[config.mk]
export PLATFORM = sky130hd
export DESIGN_NAME = lsm_mode_ctrl
export DESIGN_NICKNAME = d
export VERILOG_FILES = /design/src/common/lsm_pkg.sv /design/src/logic/lsm_mode_ctrl.sv
export SDC_FILE = /design/constraint.sdc
export NUM_CORES = 1
export LEC_CHECK = 0
export BUFFER_PORTS_ARGS = -buffer_cell sky130_fd_sc_hd__buf_2
export CAP_MARGIN = 0
export CORE_ASPECT_RATIO = 1.5
export CORE_MARGIN = 1
export CORE_UTILIZATION = 57
export CTS_CLUSTER_SIZE = 12
export DETAILED_ROUTE_END_ITERATION = 16
export GPL_TIMING_DRIVEN = 0
export PLACE_DENSITY = 0.8
export SETUP_SLACK_MARGIN = 0.5
export SYNTH_ARGS = -nofsm -noshare
export SYNTH_HDL_FRONTEND = slang
export SYNTH_SLANG_ARGS = --single-unit
[constraint.sdc]
create_clock -name mclk -period 8.9 [get_ports mclk]
set_input_delay 0.89 -clock mclk [delete_from_list [all_inputs] [get_ports mclk]]
set_output_delay 0.89 -clock mclk [all_outputs]
set_load 0.01 [all_outputs]
[src/common/lsm_pkg.sv]
// Purpose: Shared constants for the lightning sensor mode sequencer.
// Assumes: 10 MHz system clock; all rates below are nominal figures.
// Notes: Register addresses and bit positions describe the host-visible images.
package lsm_pkg;
  // System clock
  localparam int unsigned CLK_HZ = 10_000_000;
  // Oscillator targets after trimming
  localparam int unsigned LC_REF_HZ = 500_000;
  localparam int unsigned SYS_OSC_HZ = 1_125_000;
  localparam longint unsigned LOW_OSC_MILLIHZ = 64'd32_260_000;
  // Antenna oscillator start-up and trim time limit
  localparam int unsigned LC_SETTLE_US = 2000;
  localparam int unsigned CAL_LIMIT_US = 2000;
  localparam int unsigned LC_SETTLE_CYC = LC_SETTLE_US * (CLK_HZ / 1_000_000);
  localparam int unsigned CAL_LIMIT_CYC = CAL_LIMIT_US * (CLK_HZ / 1_000_000);
  // Verification dwell times, counted in low-rate oscillator edges
  localparam longint unsigned T_LIGHTNING_MS = 64'd1000;
  localparam longint unsigned T_DISTURBER_MS = 64'd1500;
  localparam int unsigned LIGHT_TICKS = int'(T_LIGHTNING_MS * LOW_OSC_MILLIHZ / 64'd1_000_000);
  localparam int unsigned DIST_TICKS = int'(T_DISTURBER_MS * LOW_OSC_MILLIHZ / 64'd1_000_000);
  // Measurement windows for the trim search
  localparam int unsigned SYS_WIN_LC = 16;
  localparam int unsigned LOW_WIN = 8;
  localparam logic [7:0] SYS_TARGET = 8'(SYS_OSC_HZ * SYS_WIN_LC / LC_REF_HZ);
  localparam logic [7:0] LOW_TARGET =
    8'((64'(LC_REF_HZ) * LOW_WIN * 1000 + LOW_OSC_MILLIHZ / 2) / LOW_OSC_MILLIHZ);
  localparam logic [7:0] SYS_TOL = 8'h02;
  localparam logic [7:0] LOW_TOL = 8'h04;
  // Host-visible register addresses and field positions
  localparam logic [7:0] THRESH_REG = 8'h01;
  localparam logic [7:0] CAUSE_REG = 8'h03;
  localparam logic [7:0] LOW_FLAG_REG = 8'h3A;
  localparam logic [7:0] SYS_FLAG_REG = 8'h3B;
  localparam int unsigned TRIM_OK_BIT = 7;
  localparam int unsigned TRIM_FAIL_BIT = 6;
  localparam logic [3:0] THRESH_RESET = 4'h2;
  // Interrupt cause codes
  localparam logic [3:0] CAUSE_NONE = 4'h0;
  localparam logic [3:0] CAUSE_DISTURBER = 4'h4;
  localparam logic [3:0] CAUSE_LIGHTNING = 4'h8;
  // Positions inside the synchroniser vector
  localparam int unsigned SY_AFE = 0;
  localparam int unsigned SY_IFSEL = 4;
  localparam int unsigned SY_ADDR_LO = 5;
  localparam int unsigned SY_ADDR_HI = 6;
  localparam int unsigned SY_LC = 7;
  localparam int unsigned SY_SYS = 8;
  localparam int unsigned SY_LOW = 9;
  localparam int unsigned SY_VREG = 10;
  localparam int unsigned SYNC_W = 11;
  // Bus address base; arbitrary value
  localparam logic [6:0] I2C_BASE_ADDR = 7'h00;

  typedef enum logic [2:0] {MD_OFF, MD_LISTEN, MD_VERIFY, MD_ENERGY, MD_DWELL} lsm_mode_e;
  typedef enum logic [2:0] {CAL_IDLE, CAL_SETTLE, CAL_MEASURE, CAL_DECIDE, CAL_END} lsm_cal_e;
endpackage

[src/logic/lsm_mode_ctrl.sv]
// Purpose: Operating-mode sequencer and oscillator trim engine of a lightning sensor.
// Assumes: Pins and oscillator clocks are asynchronous and sampled by mclk.
// Notes: Classification results come from the algorithm block on mclk.
// Behaviour
// - Power-down disables all except host interface; a trim in progress keeps lc_osc_enable and low_osc_enable on
// - Listening keeps front end, watchdog, low-rate oscillator running
// - Watchdog watches front end, alerts classifier
// - Threshold crossing enters signal verification
// - Threshold is host-programmed four-bit field
// - Disturber aborts processing, returns to listening
// - Lightning computes energy, then distance estimate
// - Lightning verification dwell lasts one second
// - Disturber verification dwell lasts 1.5 seconds
// - Interrupt raised on every lightning event
// - Distance reports storm leading edge
// - Select pin chooses SPI or I2C
// - Two address pins choose three addresses
// - Antenna oscillator trims both RC oscillators
// - Trim starts after settling, ends within 2 ms
// - System oscillator trimmed to 1.125 MHz
// - Low-rate oscillator trimmed to 32.26 kHz
// - Interrupt cause in read-only low nibble
// - Trim done and fail flags, bits 7/6
`timescale 1ns/1ps
`default_nettype none
module lsm_mode_ctrl #(
  parameter int unsigned TRIM_W = 5,
  parameter int unsigned ENERGY_W = 21,
  parameter int unsigned DIST_DEPTH = 4,
  parameter int unsigned LIGHT_TICKS = lsm_pkg::LIGHT_TICKS,
  parameter int unsigned DIST_TICKS = lsm_pkg::DIST_TICKS,
  parameter int unsigned LC_SETTLE_CYC = lsm_pkg::LC_SETTLE_CYC,
  parameter int unsigned CAL_LIMIT_CYC = lsm_pkg::CAL_LIMIT_CYC
) (
  input wire logic mclk,
  input wire logic sys_rst,
  input wire logic power_down,
  input wire logic [3:0] signal_threshold_field,
  input wire logic mask_disturber,
  input wire logic vreg_enable_pin,
  input wire logic [3:0] afe_level,
  input wire logic iface_select_pin,
  input wire logic bus_addr_pin_low,
  input wire logic bus_addr_pin_high,
  input wire logic antenna_lc_osc,
  input wire logic system_rc_osc,
  input wire logic low_rate_rc_osc,
  input wire logic class_done,
  input wire logic class_disturber,
  input wire logic [ENERGY_W-1:0] flash_energy,
  input wire logic [5:0] flash_distance,
  input wire logic irq_ack,
  input wire logic cal_start,
  output logic afe_enable,
  output logic watchdog_enable,
  output logic noise_floor_enable,
  output logic bias_enable,
  output logic low_osc_enable,
  output logic lc_osc_enable,
  output logic regulator_enable,
  output logic algo_enable,
  output logic host_if_enable,
  output logic signal_alert,
  output logic irq,
  output logic [7:0] cause_byte,
  output logic [ENERGY_W-1:0] energy_result,
  output logic [5:0] distance_result,
  output logic spi_selected,
  output logic [6:0] i2c_address,
  output logic i2c_address_valid,
  output logic [TRIM_W-1:0] low_osc_trim,
  output logic [TRIM_W-1:0] sys_osc_trim,
  output logic [7:0] low_osc_status_byte,
  output logic [7:0] sys_osc_status_byte,
  output logic cal_busy
);
  import lsm_pkg::*;

  localparam int unsigned BIT_W = $clog2(TRIM_W);

  // Two-stage synchroniser for every asynchronous input
  logic [SYNC_W-1:0] sync_a;
  logic [SYNC_W-1:0] sync_b;
  logic [2:0] osc_prev;
  wire [SYNC_W-1:0] raw_in = {vreg_enable_pin, low_rate_rc_osc, system_rc_osc, antenna_lc_osc,
                              bus_addr_pin_high, bus_addr_pin_low, iface_select_pin, afe_level};

  always_ff @(posedge mclk)
  begin
    sync_a <= raw_in;
    sync_b <= sync_a;
    osc_prev <= sync_b[SY_LOW:SY_LC];
  end

  wire lc_edge = sync_b[SY_LC] & ~osc_prev[0];
  wire sys_edge = sync_b[SY_SYS] & ~osc_prev[1];
  wire low_edge = sync_b[SY_LOW] & ~osc_prev[2];

  // Host protocol selection and bus address from straps
  assign spi_selected = ~sync_b[SY_IFSEL];
  wire [1:0] addr_code = {sync_b[SY_ADDR_HI], sync_b[SY_ADDR_LO]};
  assign i2c_address_valid = |addr_code;
  assign i2c_address = I2C_BASE_ADDR | {5'h00, addr_code};

  // Threshold watchdog
  lsm_mode_e mode;
  lsm_mode_e next_mode;
  logic above_prev;
  wire [3:0] afe_sync = sync_b[SY_AFE+3:SY_AFE];
  wire above = afe_sync > signal_threshold_field;
  wire listening = mode == MD_LISTEN;
  wire crossing = listening & above & ~above_prev;

  always_ff @(posedge mclk)
  begin
    if (sys_rst)
    begin
      above_prev <= 1'b0;
      signal_alert <= 1'b0;
    end
    else
    begin
      above_prev <= above & listening;
      signal_alert <= crossing;
    end
  end

  // Mode sequencing
  logic [16:0] dwell_cnt;
  logic [16:0] dwell_limit;
  wire dwell_done = (dwell_cnt >= dwell_limit);
  wire is_disturber = (mode == MD_VERIFY) & class_done & class_disturber;
  wire is_lightning = mode == MD_ENERGY;

  always_comb
  begin
    next_mode = mode;
    case (mode)
      MD_OFF:
        if (!power_down)
          next_mode = MD_LISTEN;
      MD_LISTEN:
        if (crossing)
          next_mode = MD_VERIFY;
      MD_VERIFY:
        if (class_done)
          next_mode = class_disturber ? MD_DWELL : MD_ENERGY;
      MD_ENERGY:
        next_mode = MD_DWELL;
      MD_DWELL:
        if (dwell_done)
          next_mode = MD_LISTEN;
      default:
        next_mode = MD_OFF;
    endcase
    if (power_down)
      next_mode = MD_OFF;
  end

  always_ff @(posedge mclk)
  begin
    if (sys_rst)
      mode <= MD_OFF;
    else
      mode <= next_mode;
  end

  // Dwell counted in low-rate oscillator edges
  always_ff @(posedge mclk)
  begin
    if (sys_rst || mode != MD_DWELL)
      dwell_cnt <= 17'h0_0000;
    else if (low_edge && !dwell_done)
      dwell_cnt <= dwell_cnt + 17'h0_0001;
  end

  always_ff @(posedge mclk)
  begin
    if (sys_rst)
      dwell_limit <= 17'(LIGHT_TICKS);
    else if (is_disturber)
      dwell_limit <= 17'(DIST_TICKS);
    else if (is_lightning)
      dwell_limit <= 17'(LIGHT_TICKS);
  end

  // Block enables per mode
  wire active = mode != MD_OFF;
  assign afe_enable = active;
  assign watchdog_enable = active;
  assign noise_floor_enable = active;
  assign bias_enable = active;
  assign low_osc_enable = active | cal_busy;
  assign regulator_enable = active & sync_b[SY_VREG];
  assign algo_enable = (mode == MD_VERIFY) | is_lightning;
  assign host_if_enable = 1'b1;

  // Energy and storm leading-edge distance
  logic [5:0] dist_hist [DIST_DEPTH];
  logic [DIST_DEPTH-1:0] hist_valid;
  logic [5:0] edge_dist;

  always_comb
  begin
    edge_dist = flash_distance;
    for (int i = 0; i < DIST_DEPTH; i++)
      if (hist_valid[i] && dist_hist[i] < edge_dist)
        edge_dist = dist_hist[i];
  end

  always_ff @(posedge mclk)
  begin
    if (sys_rst)
      hist_valid <= '0;
    else if (is_lightning)
      hist_valid <= {hist_valid[DIST_DEPTH-2:0], 1'b1};
  end

  always_ff @(posedge mclk)
  begin
    if (is_lightning)
    begin
      dist_hist[0] <= flash_distance;
      for (int i = 1; i < DIST_DEPTH; i++)
        dist_hist[i] <= dist_hist[i-1];
    end
  end

  always_ff @(posedge mclk)
  begin
    if (sys_rst)
    begin
      energy_result <= '0;
      distance_result <= 6'h00;
    end
    else if (is_lightning)
    begin
      energy_result <= flash_energy;
      distance_result <= edge_dist;
    end
  end

  // Interrupt and cause field; a new event wins over an acknowledge
  wire dist_irq = is_disturber & ~mask_disturber;

  always_ff @(posedge mclk)
  begin
    if (sys_rst)
    begin
      irq <= 1'b0;
      cause_byte <= 8'h00;
    end
    else if (is_lightning)
    begin
      irq <= 1'b1;
      cause_byte <= {4'h0, CAUSE_LIGHTNING};
    end
    else if (dist_irq)
    begin
      irq <= 1'b1;
      cause_byte <= {4'h0, CAUSE_DISTURBER};
    end
    else if (irq_ack)
    begin
      irq <= 1'b0;
      cause_byte <= {4'h0, CAUSE_NONE};
    end
  end

  // Oscillator trimming against the antenna oscillator
  lsm_cal_e cal_state;
  logic [BIT_W-1:0] trim_bit;
  logic final_pass;
  logic [15:0] cal_timer;
  logic [4:0] lc_win;
  logic [7:0] sys_cnt;
  logic [3:0] low_win;
  logic [7:0] lc_cnt;
  wire sys_win_done = lc_win == 5'(SYS_WIN_LC);
  wire low_win_done = low_win == 4'(LOW_WIN + 1);
  wire sys_fast = sys_cnt > SYS_TARGET;
  wire low_fast = lc_cnt < LOW_TARGET;
  wire [7:0] sys_err = sys_fast ? sys_cnt - SYS_TARGET : SYS_TARGET - sys_cnt;
  wire [7:0] low_err = low_fast ? LOW_TARGET - lc_cnt : lc_cnt - LOW_TARGET;
  wire cal_timeout = cal_timer >= 16'(CAL_LIMIT_CYC);
  wire measuring = cal_state == CAL_MEASURE;
  wire [TRIM_W-1:0] bit_mask = TRIM_W'(1) << trim_bit;
  wire [TRIM_W-1:0] next_bit_mask = bit_mask >> 1;

  assign cal_busy = cal_state != CAL_IDLE && cal_state != CAL_END;
  assign lc_osc_enable = cal_busy;

  always_ff @(posedge mclk)
  begin
    if (sys_rst || cal_state == CAL_DECIDE || cal_state == CAL_SETTLE)
    begin
      lc_win <= 5'h00;
      sys_cnt <= 8'h00;
      low_win <= 4'h0;
      lc_cnt <= 8'h00;
    end
    else if (measuring)
    begin
      if (lc_edge && !sys_win_done)
        lc_win <= lc_win + 5'h01;
      if (sys_edge && !sys_win_done)
        sys_cnt <= sys_cnt + 8'h01;
      if (low_edge && !low_win_done)
        low_win <= low_win + 4'h1;
      if (lc_edge && low_win != 4'h0 && !low_win_done)
        lc_cnt <= lc_cnt + 8'h01;
    end
  end

  always_ff @(posedge mclk)
  begin
    if (sys_rst || cal_start)
    begin
      cal_state <= sys_rst ? CAL_IDLE : CAL_SETTLE;
      cal_timer <= 16'h0000;
      trim_bit <= BIT_W'(TRIM_W - 1);
      final_pass <= 1'b0;
      sys_osc_trim <= TRIM_W'(1) << (TRIM_W - 1);
      low_osc_trim <= TRIM_W'(1) << (TRIM_W - 1);
      low_osc_status_byte <= 8'h00;
      sys_osc_status_byte <= 8'h00;
    end
    else
    begin
      case (cal_state)
        CAL_SETTLE:
          if (cal_timer >= 16'(LC_SETTLE_CYC))
          begin
            cal_timer <= 16'h0000;
            cal_state <= CAL_MEASURE;
          end
          else
            cal_timer <= cal_timer + 16'h0001;
        CAL_MEASURE:
          if (cal_timeout)
          begin
            low_osc_status_byte[TRIM_FAIL_BIT] <= 1'b1;
            sys_osc_status_byte[TRIM_FAIL_BIT] <= 1'b1;
            cal_state <= CAL_END;
          end
          else
          begin
            cal_timer <= cal_timer + 16'h0001;
            if (sys_win_done && low_win_done)
              cal_state <= CAL_DECIDE;
          end
        CAL_DECIDE:
        begin
          cal_timer <= cal_timer + 16'h0001;
          if (final_pass)
          begin
            sys_osc_status_byte[TRIM_OK_BIT] <= sys_err <= SYS_TOL;
            sys_osc_status_byte[TRIM_FAIL_BIT] <= sys_err > SYS_TOL;
            low_osc_status_byte[TRIM_OK_BIT] <= low_err <= LOW_TOL;
            low_osc_status_byte[TRIM_FAIL_BIT] <= low_err > LOW_TOL;
            cal_state <= CAL_END;
          end
          else
          begin
            // Successive approximation: drop the bit that made the clock too fast
            sys_osc_trim <= (sys_fast ? sys_osc_trim & ~bit_mask : sys_osc_trim) | next_bit_mask;
            low_osc_trim <= (low_fast ? low_osc_trim & ~bit_mask : low_osc_trim) | next_bit_mask;
            if (trim_bit == '0)
              final_pass <= 1'b1;
            else
              trim_bit <= trim_bit - BIT_W'(1);
            cal_state <= CAL_MEASURE;
          end
        end
        CAL_IDLE, CAL_END:
          cal_state <= cal_state;
        default:
          cal_state <= CAL_IDLE;
      endcase
    end
  end
endmodule
`default_nettype wire

==> impl_results.md <==
- Post-Syn Instances: 902
- P&R area growth vs syn: 17.2%
- CP Max Fanout: 10
- DR iter-0 viols: 257
- PostCTS Resize Cnt: 0
- TritonCTS clock tree: built
- Initial core utilization: 59.1%
- Worst EP arrival: 7820 ps
- Finished Layout Cells: 1,224
- Die area: 0.0147 sq mm
- First-pass DRT Iterations: 5
- Mean Syn Cell Area: 8.96 sq um
- RSZ-0062 raised after global routing: false
- Critical Path RT: 9230 ps
- Initial antenna violation count: 0
- Worst Hold Slack: 325 ps
- Global Route Usage Sum: 24.6%
- IO Pins: 132
- Vias per inst: 5.48
- Top FF cell, synth: dfxtp_1
- Peak supply drop: 0.122 mV
- Fin worst setup slack: 1410 ps
- Root Buffer: clkbuf_16
- Pre-CTS setup slack: 1100 ps
- Routed wire length: 17,600 um
- Max Slew Vio Count: 0
- CTS Buf Count: 17
- I/O Buffers: 107
- Diode count: 0
- Worst Hold Class: reg -> reg
- DRT antenna net count: 0
- Syn. warnings: 0
- Pin count of the biggest net entering global routing: 34
- Sink Count: 169
- Buf/Inv on CP: 4
- Fin nets: 1,148
- Vias in the first global route: 6,462
- Cell family with most CP delay: compound AO/OA/AOI/OAI gates
- Postcts setup bufs: 0
- Final TNS setup: 0 ps
- Clk_skew: 13.4 ps
- Slew @ Worst Pin: 1090 ps
- Tcrit/Tclk final: 84.2%
- First-pass GRT wire length: 29,100 um
- Tmin final: 7490 ps
- Number of synthesized flops with an enable pin: 27
- Layout cells sized above 1: 16.6%
- Rows: 52
- Final core occ: 69.3%
- PwrDens: 172 mW/mm^2
- Worst Setup Start Kind: input port
- Ys async rst share: 0%
- CTS Hold Bufs: 0
- FMAX: 0.133 GHz
- Post-place instance area: 0.00890 sq mm
- Post-detail-place hpwl: 13,100 um
- Via count: 6,707
- Critical Path Slowest Stage Cell: nor2_1
- Core ar.: 0.0137 sq mm
- Leakage: 3.91 nW
- Die Ht: 148 um
- Final Setup Violations: 0
- Number of synthesized register bits: 169
- # fillers: 1,126
- H-tree lvl count: 4
- Max-slew headroom: 26.0%
- Max-cap viol count: 0
- Dpl cells: 1,193
- Sequential-to-total area share from yosys stat: 45.2%
- Die X: 99.2 um
- Slowest stage delay, CP: 420 ps
- Outcome: finished clean
- Clock Path Buffers: 2
- Netlist cell types: 63
- Final hold vios: 0
- Residual DRC: 0
- WS Path Type: in -> reg
- Routed WL per cell: 14.4 um
- Remaining Overflow, GRT: 0
- Post-route cell area: 0.00947 sq mm
- Crit end category: flip-flop
- Placer congestion estimate: 0.858
- Clk_lat worst skew: 420 ps
- Power, Total: 1.63 mW
- Reg clk slew, reported paths: 70 ps
- Mapped cell area: 0.00808 sq mm
[cells in the final DEF (no fill, tap or decap), types with 4 or more instances in the layout]
cell type / Yosys / final
dfxtp_1: 142 / 142
buf_2: 0 / 108
nor2_1: 100 / 100
nand2_1: 95 / 95
a21oi_1: 68 / 68
inv_1: 49 / 49
ha_1: 48 / 48
o21ai_0: 46 / 46
clkbuf_1: 28 / 33
buf_4: 30 / 30
nand3_1: 27 / 27
edfxtp_1: 27 / 27
conb_1: 2 / 24
xor2_1: 23 / 23
xnor2_1: 21 / 21
mux2i_1: 18 / 18
nand2b_1: 17 / 17
clkbuf_16: 0 / 17
nor3_1: 14 / 14
nand4_1: 12 / 12
nand3b_1: 11 / 11
nor3b_1: 10 / 10
nor2b_1: 8 / 8
a31oi_1: 8 / 8
and3_1: 8 / 8
nor4_1: 7 / 7
or3_1: 7 / 7
o311ai_1: 6 / 6
o21a_1: 5 / 5
a21o_1: 4 / 4
or2_2: 4 / 4
a211oi_1: 4 / 4
a41o_1: 4 / 4
[cell families after synthesis]
kind of cell	synth area share [%]
and+or+nand+nor	19.7
AOI/OAI and AO/OA	13.7
DFF	45.2
buffers and inverters	6.50
adders and majority gates	7.43
xor gates and xnor gates	4.77
muxes	2.54
other	0.0929
[sequential cells by signal, summed over array words and instances (netlist names), 2 cells and up]
register	cells
dist_hist	24
energy_result	21
dwell_cnt	17
cal_timer	16
sync_a	11
sync_b	11
lc_cnt	8
sys_cnt	8
distance_result	6
lc_win	5
low_osc_trim	5
sys_osc_trim	5
hist_valid	4
low_win	4
cal_state	3
mode	3
osc_prev	3
trim_bit	3
cause_byte	2
dwell_limit	2
low_osc_status_byte	2
sys_osc_status_byte	2
[metal layers]
layer	vias to the layer above	global-route usage [%]	share of wire (%)
met5	-	0	0
met4	0	10.7	2.7
met3	38	4.59	4.3
met2	179	46.5	53
met1	3118	26.1	39
li1	3372	-	-
[cell usage after synthesis (all sizes together), types with 4 or more instances]
cell type,count,area share (%)
mux2i,19,2.4
nand3b,11,1.0
inv,49,2.3
buf,33,2.9
nand2b,17,1.3
o21ai,47,2.9
clkbuf,28,1.3
a41o,4,0.50
a211oi,4,0.37
nor2b,8,0.62
or2,5,0.42
nor3,14,0.87
a21o,4,0.37
o311ai,6,0.65
nor2,100,4.6
and3,8,0.62
nand3,27,1.7
ha,48,7.4
edfxtp,27,10
xnor2,21,2.3
a31oi,8,0.62
nor3b,10,0.93
nor4,7,0.54
nand2,95,4.4
or3,7,0.54
o21a,5,0.46
nand4,12,0.93
dfxtp,142,35
a21oi,70,4.4
xor2,23,2.5
[report_power, final]
group	internal [mW]	switching, mW	total [mW]
registers	0.785	0.00520	0.790
logic	0.0434	0.0611	0.105
clock network	0.440	0.292	0.732
[layout make-up]
class                   instances  area [sq um]  area share, %
plain buffers                  61           343           3.62
multi-input cells             645          3990           42.1
clock buffers                  22           444           4.69
repair buffers                107           536           5.65
well taps                     162           203           2.14
inverters                      49           184           1.94
flip-flops and latches        169          3650           38.6
clock inverters                 9           126           1.33
[worst paths after layout]
check	end	from	slack, ps	depth (start not counted)
setup / recovery	distance_result[0]$_SDFFE_PP0P_	flash_distance[3]	1410	34
setup reg to reg	distance_result[0]$_SDFFE_PP0P_	dist_hist[0][3]$_DFFE_PP_	1590	32
hold / removal	sync_b[1]$_DFF_P_	sync_a[1]$_DFF_P_	320	0
hold reg to reg	sync_b[1]$_DFF_P_	sync_a[1]$_DFF_P_	320	0
Note: power is estimated with default switching activity, not from simulation.
